### config.mk
export PLATFORM = sky130hd
export DESIGN_NAME = pwc_capture_top
export DESIGN_NICKNAME = d
export VERILOG_FILES = /design/src/core/pwc_pkg.sv /design/src/core/pwc_edge_detect.sv /design/src/core/pwc_prescaler.sv /design/src/core/pwc_capture_top.sv
export VERILOG_INCLUDE_DIRS = /design/src /design/src/core
export SDC_FILE = /design/constraint.sdc
export NUM_CORES = 1
export LEC_CHECK = 0
export BUFFER_PORTS_ARGS = -buffer_cell sky130_fd_sc_hd__clkbuf_2
export CAP_MARGIN = 40
export CORE_MARGIN = 5
export CORE_UTILIZATION = 56
export CTS_BUF_LIST = sky130_fd_sc_hd__clkbuf_2
export CTS_CLUSTER_DIAMETER = 50
export DETAILED_ROUTE_END_ITERATION = 8
export HOLD_SLACK_MARGIN = 0.15
export PLACE_DENSITY_LB_ADDON = 0.12
export SYNTH_ARGS = -nofsm -noshare
export SYNTH_HDL_FRONTEND = slang
export SYNTH_HIERARCHICAL = 1
export SYNTH_SLANG_ARGS = --single-unit
### constraint.sdc
create_clock -name clock_in -period 2.9 [get_ports clock_in]
set_clock_uncertainty 0.05 [all_clocks]
set_input_delay 0.58 -clock clock_in [delete_from_list [all_inputs] [get_ports clock_in]]
set_output_delay 0.58 -clock clock_in [all_outputs]
set_load 0.02 [all_outputs]
### src/core/pwc_capture_map.svh
/*
 * Constant map of the pulse width and cascade capture timer block:
 * mode codes, edge field codes and positions, counter limits.
 * Assumes it is included by bare name from the block's design files.
 */
`ifndef PWC_CAPTURE_MAP_SVH
`define PWC_CAPTURE_MAP_SVH

// operating mode field codes
`define PWC_MODE_FREE_RUN 3'h5
`define PWC_MODE_PULSE_WIDTH 3'h6

// edge field codes
`define PWC_EDGE_NONE 2'h0
`define PWC_EDGE_RISE 2'h1
`define PWC_EDGE_FALL 2'h2
`define PWC_EDGE_BOTH 2'h3

// edge field positions inside the four-bit edge select
`define PWC_EDGE0_LSB 0
`define PWC_EDGE1_LSB 2

// counter limits and reset values
`define PWC_COUNT_ZERO 16'h0000
`define PWC_COUNT_MAX 16'hffff
`define PWC_CAPTURE_RESET 16'h0000

// count clock prescaler: select code n gives one tick every 2**n cycles
`define PWC_PRESCALE_MAX_SEL 3'h7

`endif

### src/core/pwc_pkg.sv
/*
 * Types shared by the pulse width and cascade capture timer block.
 * Assumes pwc_capture_map.svh is on the include path.
 */
`include "pwc_capture_map.svh"

package pwc_pkg;

    // operating modes that this block serves
    typedef enum logic [2:0] {
        PWC_MODE_FREE_RUN = 3'b101,
        PWC_MODE_PULSE_WIDTH = 3'b110
    } pwc_mode_t;

    // per-input edge detection choice
    typedef enum logic [1:0] {
        PWC_EDGE_NONE = 2'b00,
        PWC_EDGE_RISE = 2'b01,
        PWC_EDGE_FALL = 2'b10,
        PWC_EDGE_BOTH = 2'b11
    } pwc_edge_t;

    // decode an edge field against the previous and present pin level
    function automatic logic pwc_edge_hit(input logic [1:0] field, input logic prev,
                                          input logic cur);
        logic rise;
        logic fall;
        rise = ~prev & cur;
        fall = prev & ~cur;
        case (field)
            `PWC_EDGE_RISE: pwc_edge_hit = rise;
            `PWC_EDGE_FALL: pwc_edge_hit = fall;
            `PWC_EDGE_BOTH: pwc_edge_hit = rise | fall;
            default: pwc_edge_hit = 1'b0;
        endcase
    endfunction

endpackage

### src/core/pwc_edge_detect.sv
/*
 * Edge detector for one capture input, decoded by its two-bit edge field.
 * Assumes the pin is synchronous to clock_in.
 */
`timescale 1ns/1ps

module pwc_edge_detect (
    // clock and reset
    input wire logic clock_in,
    input wire logic rst_in,
    // pin and edge choice
    input wire logic pin_in,
    input wire logic [1:0] edge_field_in,
    // one-cycle edge pulse
    output logic edge_out
);

    logic prev_q;

    // previous pin level
    always_ff @(posedge clock_in) begin
        if (rst_in) begin
            prev_q <= 1'b0;
        end else begin
            prev_q <= pin_in;
        end
    end

    // edge field decode
    always_comb begin
        edge_out = pwc_pkg::pwc_edge_hit(edge_field_in, prev_q, pin_in);
    end

endmodule

### src/core/pwc_prescaler.sv
/*
 * Count clock prescaler: one-cycle tick every 2**select cycles.
 * Assumes select is changed only while the unit is stopped.
 */
`timescale 1ns/1ps

module pwc_prescaler #(
    parameter int DIV_WIDTH = 8
) (
    // clock and reset
    input wire logic clock_in,
    input wire logic rst_in,
    // divider choice
    input wire logic [2:0] select_in,
    // count clock tick
    output logic tick_out
);

    logic [DIV_WIDTH-1:0] div_q;
    logic [DIV_WIDTH-1:0] mask;

    initial begin
        if (DIV_WIDTH < 8) begin
            $error("pwc_prescaler: DIV_WIDTH must be at least 8");
        end
    end

    // low bits that must all be set for a tick
    always_comb begin
        mask = DIV_WIDTH'((1 << select_in) - 1);
    end

    // free-running divider and registered tick
    always_ff @(posedge clock_in) begin
        if (rst_in) begin
            div_q <= '0;
            tick_out <= 1'b0;
        end else begin
            div_q <= div_q + 1'b1;
            tick_out <= ((div_q & mask) == mask);
        end
    end

endmodule

### src/core/pwc_capture_top.sv
/*
 * Group of 16-bit capture timer units with pulse width measurement and
 * 32-bit cascaded capture of even/odd unit pairs.
 * Assumes control inputs come from a register file elsewhere and that all
 * inputs are synchronous to clock_in.
 */
// Operation
// mode 110B: free count; input edge copies counter to its register, clears counter
// software keeps external event select at 0 in pulse width mode
// period measurement: one input rising or falling, the other off
// edge field 00 none, 01 rise, 10 fall, 11 both; bits 1:0 and 3:2
// one input on both edges captures every edge, clears counter each time
// past FFFFH the next count clock sets overflow, clears counter, keeps counting
// overflow flag stays set until software clears it
// opposite edges on both inputs capture into their own registers and clear
// units 0 with 1 and 2 with 3 cascade; lower unit is master
// the unpaired last unit offers no cascade
// software cascades only in free-running mode with both registers capturing
// software sets slave cascade select 1, master 0, slave configured first
// in cascade only the master inputs trigger the 32-bit capture
// master count enable starts cascade; master low half, slave high half
// master overflow clears it, signals, bumps slave; slave overflow clears, signals
// master trigger captures both halves in one cycle, master capture interrupt
// software reads halves with a pending-flag check sequence
// counter halves readable separately while counting continues
// capture before first count clock after start may read FFFFH
// count enable starts upward count from 0000H until cleared
// clearing count enable stops counter, keeps captured values
`timescale 1ns/1ps

module pwc_capture_top #(
    parameter int NUM_UNITS = 5,
    parameter int DIV_WIDTH = 8
) (
    // clock and reset
    input wire logic clock_in,
    input wire logic rst_in,
    // per-unit control
    input wire logic [NUM_UNITS-1:0] count_enable_bit_in,
    input wire logic [NUM_UNITS-1:0][2:0] operating_mode_field_in,
    input wire logic [NUM_UNITS-1:0][2:0] clock_select_in,
    input wire logic [NUM_UNITS-1:0][1:0] capture_select_in,
    input wire logic [NUM_UNITS-1:0][3:0] edge_select_in,
    input wire logic [NUM_UNITS-1:0] cascade_slave_select_in,
    input wire logic [NUM_UNITS-1:0] overflow_clear_in,
    // capture pins
    input wire logic [NUM_UNITS-1:0] capture_input_zero_in,
    input wire logic [NUM_UNITS-1:0] capture_input_one_in,
    // per-unit state
    output logic [NUM_UNITS-1:0][15:0] counter_value_out,
    output logic [NUM_UNITS-1:0][15:0] capture_register_zero_out,
    output logic [NUM_UNITS-1:0][15:0] capture_register_one_out,
    output logic [NUM_UNITS-1:0] overflow_flag_out,
    // per-unit event pulses
    output logic [NUM_UNITS-1:0] overflow_interrupt_out,
    output logic [NUM_UNITS-1:0] capture_interrupt_zero_out,
    output logic [NUM_UNITS-1:0] capture_interrupt_one_out
);

    // cross-unit wiring
    logic [NUM_UNITS-1:0] tick;
    logic [NUM_UNITS-1:0] edge0;
    logic [NUM_UNITS-1:0] edge1;
    logic [NUM_UNITS-1:0] is_master;
    logic [NUM_UNITS-1:0] is_slave;
    logic [NUM_UNITS-1:0] run;
    logic [NUM_UNITS-1:0] step;
    logic [NUM_UNITS-1:0] ovf_evt;
    logic [NUM_UNITS-1:0] cap0;
    logic [NUM_UNITS-1:0] cap1;
    logic [NUM_UNITS-1:0] own_cap0;
    logic [NUM_UNITS-1:0] own_cap1;
    logic [NUM_UNITS-1:0] clr;

    // refuse unit counts the pairing cannot serve
    initial begin
        if (NUM_UNITS < 1 || NUM_UNITS > 16) begin
            $error("pwc_capture_top: NUM_UNITS must be 1 to 16");
        end
        if (DIV_WIDTH < 8) begin
            $error("pwc_capture_top: DIV_WIDTH must be at least 8");
        end
    end

    genvar u;
    generate
        for (u = 0; u < NUM_UNITS; u = u + 1) begin : g_unit
            logic [15:0] cnt_q;
            logic [15:0] cap0_q;
            logic [15:0] cap1_q;
            logic run_q;
            logic first_q;
            logic ovf_flag_q;
            logic ovf_irq_q;
            logic cc0_irq_q;
            logic cc1_irq_q;
            logic [2:0] mode;
            logic [1:0] ccs;
            logic cap_ok0;
            logic cap_ok1;
            logic at_max;

            // count clock for this unit
            pwc_prescaler #(
                .DIV_WIDTH(DIV_WIDTH)
            ) u_prescaler (
                .clock_in(clock_in),
                .rst_in(rst_in),
                .select_in(clock_select_in[u]),
                .tick_out(tick[u])
            );

            // input zero edge decode
            pwc_edge_detect u_edge0 (
                .clock_in(clock_in),
                .rst_in(rst_in),
                .pin_in(capture_input_zero_in[u]),
                .edge_field_in(edge_select_in[u][`PWC_EDGE0_LSB +: 2]),
                .edge_out(edge0[u])
            );

            // input one edge decode
            pwc_edge_detect u_edge1 (
                .clock_in(clock_in),
                .rst_in(rst_in),
                .pin_in(capture_input_one_in[u]),
                .edge_field_in(edge_select_in[u][`PWC_EDGE1_LSB +: 2]),
                .edge_out(edge1[u])
            );

            // pair roles: even master with an odd partner only
            if ((u % 2 == 0) && (u + 1 < NUM_UNITS)) begin : g_master
                assign is_master[u] = cascade_slave_select_in[u + 1]
                                      & ~cascade_slave_select_in[u];
                assign is_slave[u] = 1'b0;
            end else if (u % 2 == 1) begin : g_slave
                assign is_master[u] = 1'b0;
                assign is_slave[u] = cascade_slave_select_in[u]
                                     & ~cascade_slave_select_in[u - 1];
            end else begin : g_single
                assign is_master[u] = 1'b0;
                assign is_slave[u] = 1'b0;
            end

            assign mode = operating_mode_field_in[u];
            assign ccs = capture_select_in[u];
            assign at_max = (cnt_q == `PWC_COUNT_MAX);

            // which registers capture in the selected mode
            always_comb begin
                cap_ok0 = (mode == `PWC_MODE_PULSE_WIDTH)
                          | ((mode == `PWC_MODE_FREE_RUN) & ccs[0]);
                cap_ok1 = (mode == `PWC_MODE_PULSE_WIDTH)
                          | ((mode == `PWC_MODE_FREE_RUN) & ccs[1]);
                own_cap0[u] = run[u] & edge0[u] & cap_ok0;
                own_cap1[u] = run[u] & edge1[u] & cap_ok1;
            end

            if (u % 2 == 1) begin : g_cascade
                // slave runs on the master's enable
                assign run[u] = is_slave[u] ? count_enable_bit_in[u - 1]
                                            : count_enable_bit_in[u];
                // slave steps on master overflow
                assign step[u] = is_slave[u] ? ovf_evt[u - 1] : (run[u] & tick[u]);
                // slave follows only the master triggers
                assign cap0[u] = is_slave[u] ? cap0[u - 1] : own_cap0[u];
                assign cap1[u] = is_slave[u] ? cap1[u - 1] : own_cap1[u];
            end else begin : g_plain
                assign run[u] = count_enable_bit_in[u];
                assign step[u] = run[u] & tick[u];
                assign cap0[u] = own_cap0[u];
                assign cap1[u] = own_cap1[u];
            end

            // pulse width mode clears on capture
            assign clr[u] = ~is_slave[u] & (mode == `PWC_MODE_PULSE_WIDTH)
                            & (own_cap0[u] | own_cap1[u]);

            // overflow on a step from FFFFH
            assign ovf_evt[u] = run[u] & run_q & step[u] & at_max & ~first_q & ~clr[u];

            // enable history for start detection
            always_ff @(posedge clock_in) begin
                if (rst_in) begin
                    run_q <= 1'b0;
                end else begin
                    run_q <= run[u];
                end
            end

            // counter
            always_ff @(posedge clock_in) begin
                if (rst_in) begin
                    cnt_q <= `PWC_COUNT_ZERO;
                    first_q <= 1'b0;
                end else if (run[u] && !run_q) begin
                    // preset so the first count clock lands on 0000H
                    // a cascaded slave starts at 0000H so its first bump gives 0001H
                    cnt_q <= is_slave[u] ? `PWC_COUNT_ZERO : `PWC_COUNT_MAX;
                    first_q <= ~is_slave[u];
                end else if (run[u]) begin
                    if (clr[u]) begin
                        // clear on capture
                        cnt_q <= `PWC_COUNT_ZERO;
                        first_q <= 1'b0;
                    end else if (step[u] && first_q) begin
                        // first count clock
                        cnt_q <= `PWC_COUNT_ZERO;
                        first_q <= 1'b0;
                    end else if (step[u]) begin
                        // wraps to 0000H and keeps counting
                        cnt_q <= cnt_q + 16'h0001;
                    end
                end
            end

            // capture registers hold when idle
            always_ff @(posedge clock_in) begin
                if (rst_in) begin
                    cap0_q <= `PWC_CAPTURE_RESET;
                    cap1_q <= `PWC_CAPTURE_RESET;
                end else begin
                    if (cap0[u]) begin
                        cap0_q <= cnt_q;
                    end
                    if (cap1[u]) begin
                        cap1_q <= cnt_q;
                    end
                end
            end

            // sticky overflow flag, set wins over clear
            always_ff @(posedge clock_in) begin
                if (rst_in) begin
                    ovf_flag_q <= 1'b0;
                end else if (ovf_evt[u]) begin
                    ovf_flag_q <= 1'b1;
                end else if (overflow_clear_in[u]) begin
                    ovf_flag_q <= 1'b0;
                end
            end

            // interrupt pulses; slave captures do not signal
            always_ff @(posedge clock_in) begin
                if (rst_in) begin
                    ovf_irq_q <= 1'b0;
                    cc0_irq_q <= 1'b0;
                    cc1_irq_q <= 1'b0;
                end else begin
                    ovf_irq_q <= ovf_evt[u];
                    cc0_irq_q <= cap0[u] & ~is_slave[u];
                    cc1_irq_q <= cap1[u] & ~is_slave[u];
                end
            end

            // counter halves visible at all times
            assign counter_value_out[u] = cnt_q;
            assign capture_register_zero_out[u] = cap0_q;
            assign capture_register_one_out[u] = cap1_q;
            assign overflow_flag_out[u] = ovf_flag_q;
            assign overflow_interrupt_out[u] = ovf_irq_q;
            assign capture_interrupt_zero_out[u] = cc0_irq_q;
            assign capture_interrupt_one_out[u] = cc1_irq_q;
        end
    endgenerate

endmodule

==> flow_summary.yaml, run 1 <==
power:
  p_clk_share_pct: 31.4
  switching_power_mw: 2.70
  power.internal_mw: 6.11
  combinationalPowerShare_pct: 14.2
  p_total_mw: 8.81
  p_seq_share_pct: 54.4
  power.leakage_nw: 8.24
  peakVddDrop_uv: 307
  p_per_area_nw_per_um2: 487
  switching_share_pct: 30.7
yosys:
  syn_nets: 1812
  synth-seq-cells: 320
  yosysWarningCount: 6
  synth_top_cell_by_area: "dfxtp_1"
  synth_top_cell_area_share_pct: 43.3
  synth_flop_cell: "dfxtp_1"
  synth_area_um2: 14800
  synth_edf_count: 0
  synth_cell_types: 77
  synth_common_cells: "dfxtp_1 (320), nor2_1 (311), mux2i_1 (165), a21oi_1 (97), nand2_1 (93)"
  synthTopCellsByArea: "dfxtp_1 (43%), mux2i_1 (11%), nor2_1 (7.9%), a21oi_1 (3.3%), ha_1 (3.0%)"
  syn_avg_cell_area_um2: 8.75
  syn_inst: 1690
  synth.most_common_cell: "dfxtp_1"
  ys_seq_area_share_pct: 43.3
  synthArstFlopShare_pct: 0
routing:
  wl_per_cell_um: 16.3
  ant_nets: 0
  vias_per_cell: 5.54
  drc: 0
  dr.pass1.iters: 5
  wl_um: 40700
  drt-initial-drc-count: 899
  num_vias: 13900
cells_and_area:
  drive_gt1_share_pct: 27.3
  fin_area_um2: 18100
  n_fill_cell: 2140
  fin_cells: 2506
  seq_area_um2: 6410
  multi_input_area_um2: 7650
  final_nets: 2247
  post-route-util_pct: 69.4
  syn2layout_area_growth_pct: 22.4
setup_path:
  r2r-start: "g_unit[2].u_edge1/prev_q"
  reg2regPathDepth: 10
  reg2reg_to: "g_unit[3].cnt_q[11]"
  r2r_slack_ps: 320
  crit_type: "input port to flop"
  crit_path_max_fanout: 4
  crit_path_start_kind: "input port"
  end_kind: "flop"
  arrival_ps: 3640
  required_ps: 3630
sta:
  worst_slew_pin_slew_ps: 828
  fmax_mhz: 344
  report.final.slew_viol_count: 0
  layout_setup_ws_ps: -4.79
  period_share_pct: 100
  period_needed_ps: 2900
  setup_violations: 1
  rsz0062_at_grt: "no"
  relSlewSlack_pct: 44.3
  hold_viol: 0
clock_tree:
  cts_buffers: 82
  path_clk_slew_ps: 100
  cts_setup_buffers: 0
  cts_buffer_depth: 3
  clockRootBuffer: "clkbuf_2"
  cts.htree.levels: 3
  cts.sinks: 320
  clkLatencyLatePin_ps: 840
  cts_tree: "built"
die:
  io_pins: 347
  start_util_pct: 56.7
  core_um2: 26100
  die_height_um: 172
  die_w_um: 172
  die_area_um2: 29700
  placementRows: 59
grt:
  grt_pass1_wl_um: 64000
  overflow: 0
  grt_max_degree: 87
  antenna_found_initial: 2
  grt_pass1_vias: 13100
  track_usage_pct: 26.0
placed_design:
  place_inst: 2323
  dp_hpwl_um: 29200
  portBuffers: 345
  place.gp.congestion: 0.951
  placement.cell_area_um2: 16900
  post-place-ws_ps: -140
hold_path:
  holdPathEnd: "g_unit[0].u_prescaler/tick_out"
  min_path_cells: 5
  hp-class: "input port to flop"
  hold_start: "clock_select_in[0]"
flow_run:
  cap_violations: 0
outcome:
  violations: "setup timing"
  status: "finished with violations"
==> flip-flops by register name, indices dropped and copies added, names as in the netlist <==
register	count
g_unit.u_prescaler/div_q	35
g_unit.run_q	5
g_unit.ovf_flag_q	5
g_unit.cnt_q	80
g_unit.u_edge1/prev_q	5
g_unit.ovf_irq_q	5
g_unit.u_edge0/prev_q	5
g_unit.cc1_irq_q	5
g_unit.cc0_irq_q	5
g_unit.u_prescaler/tick_out	5
g_unit.cap1_q	80
g_unit.first_q	5
g_unit.cap0_q	80
==> critical path, cell delays in order <==
cell and delay [ps]:
dlygate4sd3_1 580, clkbuf_2 130, nor2b_1 310, dlygate4sd3_1 630, nand2_1 60, dlygate4sd3_1 560, a21oi_1 210, dlygate4sd3_1 580
==> metal layers <==
metal	share of wire (%)	track usage, %	vias to the layer above
met3	8.4	5.94	98
met4	3.3	11.1	2
met5	0.032	0	-
met1	42	33.1	6454
met2	47	42.6	569
li1	-	-	6772
==> cell usage in the layout (no fill, tap or decap), types with 6 or more instances in the layout <==
cell           Yosys  layout
nand3_1           58      58
a22oi_1            8       8
dlygate4sd3_1      0      53
nor3_2             8       9
buf_4             23      63
nor2_1           311     310
clkbuf_2           0     460
o31ai_1            8       8
a21oi_2            4       6
xor2_1            17      17
xnor2_1           16      16
nand2_1           93      93
nand2b_1          18      18
nor4_1            14      14
nor2b_1           46      46
and2_1             7       7
and3_1            25      25
a21boi_0           8       8
mux2i_1          165     165
o21ai_1           21      20
nand4_1           12      12
o211ai_1           6       6
a211oi_1          14      14
o22ai_1            8       8
inv_1             42      42
a21o_1             6       6
o21a_1             7       7
ha_1              35      35
dfxtp_1          320     320
o21ai_0           66      66
nor3_1            38      37
a21oi_1           97      93
a31oi_1            6       6
clkinv_1           0       9
==> cell families after synthesis <==
group                    after synthesis  share of synthesized area, %
AO/OA/AOI/OAI                        314                          13.9
flip-flops                           320                          43.3
AND/OR/NAND/NOR                      666                          21.5
buffers and inverters                157                          5.16
multiplexers                         165                          11.2
adder cells (fa/ha/maj)               35                          2.96
XOR/XNOR                              33                          1.96
==> metrics by stage <==
stage	hold slack, ps	TNS [ps]
floorplan	376	0
global placement	385	-1400
finish	266	-4.79
CTS	155	0
detailed placement	390	-491
global route	227	0
==> timing repair <==
item / 4_1_cts / 5_1_grt
hold buffers: 53 / 0
gates resized for setup: 0 / 2
endpoints found under the setup margin: 0 / 2
endpoints found under the hold margin: 73 / 0
==> power by group through the flow <==
stage	combinational (mW)	clock [mW]	sequential, mW
2_1_floorplan	0.655	0	4.96
6_report	1.25	2.77	4.79
4_1_cts	1.24	2.87	4.79
3_5_place_dp	1.19	0	4.89
3_3_place_gp	1.16	0	4.88
5_1_grt	1.37	3.11	4.82
==> worst max-delay path by stage <==
stage,startpoint,end,slack (ps)
after floorplan,capture_input_zero_in[2],g_unit[2].cnt_q[11],320
after global placement,capture_input_one_in[2],g_unit[3].cnt_q[11],-70
after global routing,capture_input_one_in[2],g_unit[3].cnt_q[11],20
after CTS,cascade_slave_select_in[2],g_unit[3].run_q,150
after detailed placement,capture_input_one_in[2],g_unit[3].cnt_q[11],-140
final,cascade_slave_select_in[2],g_unit[3].run_q,-5
==> cell type report <==
type | count | share of cell area [%]
flip-flops and latches | 320 | 35.4
inverters | 42 | 0.871
clock inverters | 13 | 0.277
multi-input cells | 1213 | 42.3
repair buffers | 466 | 15.6
diodes | 1 | 0.0138
well taps | 335 | 2.32
clock buffers | 116 | 3.21
Note: power is estimated with default switching activity, not from simulation.
==> inputs of run 2 (changes only) <==
--- a/config.mk
+++ b/config.mk
@@ -9,7 +9,7 @@
 export BUFFER_PORTS_ARGS = -buffer_cell sky130_fd_sc_hd__clkbuf_2
 export CAP_MARGIN = 40
 export CORE_MARGIN = 5
-export CORE_UTILIZATION = 56
+export CORE_UTILIZATION = 55
 export CTS_BUF_LIST = sky130_fd_sc_hd__clkbuf_2
 export CTS_CLUSTER_DIAMETER = 50
 export DETAILED_ROUTE_END_ITERATION = 8
==> flow_summary.yaml, run 2 (synthesis results as in run 1) <==
outcome:
  status: "finished, final reports clean"
cells_and_area:
  final_nets: 2243
  mostFrequentLayoutCell: "clkbuf_2"
  post-route-util_pct: 67.9
  drive_gt1_share_pct: 26.8
  n_fill_cell: 2282
  syn2layout_area_growth_pct: 22.7
  layout_common_cells: "clkbuf_2 (455), dfxtp_1 (320), nor2_1 (311)"
  fin_cells: 2517
  reg_top3: "g_unit.cap0_q x80, g_unit.cap1_q x80, g_unit.cnt_q x80"
  fin_area_um2: 18100
hold_path:
  hold_start: "clock_select_in[0]"
  holdPathEnd: "g_unit[0].u_prescaler/tick_out"
  hp-class: "input port to flop"
  min_path_cells: 5
flow_run:
  cap_violations: 0
power:
  switching_share_pct: 30.9
  p_total_mw: 8.94
  power.internal_mw: 6.18
  combinationalPowerShare_pct: 13.9
  power.leakage_nw: 8.24
  p_seq_share_pct: 53.7
  p_per_area_nw_per_um2: 493
  peakVddDrop_uv: 299
  p_clk_share_pct: 32.4
  switching_power_mw: 2.76
setup_path:
  crit_type: "input port to flop"
  crit_path_start_kind: "input port"
  crit_path_max_fanout: 12
  worstPathCellList: "dlygate4sd3_1 -> clkbuf_2 -> inv_1 -> ha_1 -> nor2b_1 -> o21ai_1 -> o21ai_1 -> dlygate4sd3_1 -> nand2_1 -> nor3_1 -> a21oi_2 -> buf_6 -> mux2i_1 -> nor2_1"
  critPathMaxStageDelay_ps: 580
  reg2regPathDepth: 12
  required_ps: 3540
  end_kind: "flop"
  r2r-start: "g_unit[1].u_edge1/prev_q"
  slowest_stage: "dlygate4sd3_1"
  r2r_slack_ps: 170
  startpoint: "capture_input_one_in[1]"
  reg2reg_to: "g_unit[1].cap1_q[10]"
  arrival_ps: 3470
sta:
  hold_viol: 0
  rsz0062_at_grt: "no"
  holdWs_ps: 263
  setup_violations: 0
  relSlewSlack_pct: 49.6
  period_share_pct: 97.7
  period_needed_ps: 2830
  setup-tns-final_ps: 0
  worst_slew_pin_slew_ps: 749
  report.final.slew_viol_count: 0
  fmax_mhz: 353
  layout_setup_ws_ps: 65.7
routing:
  num_vias: 13900
  vias_per_cell: 5.51
  wl_per_cell_um: 16.3
  ant_nets: 0
  wl_um: 41000
  drc: 0
  dr.pass1.iters: 5
  drt-initial-drc-count: 1027
die:
  die_area_um2: 30300
  io_pins: 347
  placementRows: 60
  start_util_pct: 55.3
  die_w_um: 174
  die_height_um: 174
  core_um2: 26700
clock_tree:
  clockRootBuffer: "clkbuf_2"
  cts_buffers: 81
  cts_tree: "built"
  cts.sinks: 320
  cts_setup_buffers: 0
  cts.htree.levels: 3
  path_clk_slew_ps: 110
  clkLatencyLatePin_ps: 850
  cts_buffer_depth: 3
placed_design:
  portBuffers: 345
  placement.cell_area_um2: 16900
  place_inst: 2324
  post-place-ws_ps: -32.0
  place.gp.congestion: 0.865
  dp_hpwl_um: 29100
grt:
  antenna_found_initial: 3
  track_usage_pct: 26.1
  grt_pass1_vias: 13400
  grt_pass1_wl_um: 67000
  overflow: 0
  grt_max_degree: 101
==> run 2: cell types whose count changed in the layout (fill, tap and decap cells not counted), moves of 2 or more <==
| cell | previous run | this run |
|---|---|---|
| clkbuf_2 | 460 | 455 |
| dlygate4sd3_1 | 53 | 55 |
| a21oi_2 | 6 | 8 |
| buf_4 | 63 | 56 |
| a21oi_4 | 2 | 0 |
| buf_12 | 3 | 5 |
| clkinv_1 | 9 | 21 |
==> run 2: worst max-delay path by stage <==
| stage | to | slack, ps | cells after the start |
|---|---|---|---|
| finish | g_unit[1].cap1_q[10] | 70 | 14 |
| global route | g_unit[1].cap1_q[10] | 8 | 14 |
| CTS | g_unit[3].run_q | 150 | 8 |
| detailed placement | g_unit[3].cnt_q[3] | -30 | 13 |
| global placement | g_unit[1].cap0_q[1] | -90 | 11 |
| floorplan | g_unit[2].cnt_q[11] | 320 | 12 |
==> run 2: final cells by class <==
| cell class | count | area (um^2) | share of cell area (%) |
|---|---|---|---|
| timing repair buffer | 463 | 2830 | 15.6 |
| clock buffer | 111 | 556 | 3.06 |
| antenna | 1 | 2.50 | 0.0138 |
| multi-input combinational | 1213 | 7630 | 42.1 |
| sequential | 320 | 6410 | 35.3 |
| clock inverter | 26 | 126 | 0.697 |
| inverter | 42 | 158 | 0.869 |
| tap | 341 | 427 | 2.35 |
==> run 2: per-layer routing <==
layer	routed length, um	vias to the layer above	track usage, %
met5	13	-	0
met4	1230	2	11.1
met3	2730	93	6.02
met2	19400	494	42.9
met1	17700	6486	33.2
li1	-	6789	-
==> run 2: power groups by stage <==
stage	sequential, mW	clock [mW]	combinational (mW)
after floorplan	4.96	0	0.655
after global placement	4.88	0	1.15
after detailed placement	4.89	0	1.18
after CTS	4.79	3.02	1.24
after global routing	4.83	3.24	1.36
final	4.80	2.90	1.24
==> run 2: worst max-delay path, delay by kind of cell <==
family	cells	cell delay, ps
mux	1	220
fa+ha+maj	1	290
compound gates	3	560
buf+inv	5	1550
simple gates	4	240
==> run 2: repair_timing <==
| action | in CTS | in global routing |
|---|---|---|
| endpoints found under the hold margin | 94 | 0 |
| hold buffers | 55 | 0 |
| resized for setup | 0 | 1 |
| setup endpoints to repair | 0 | 2 |
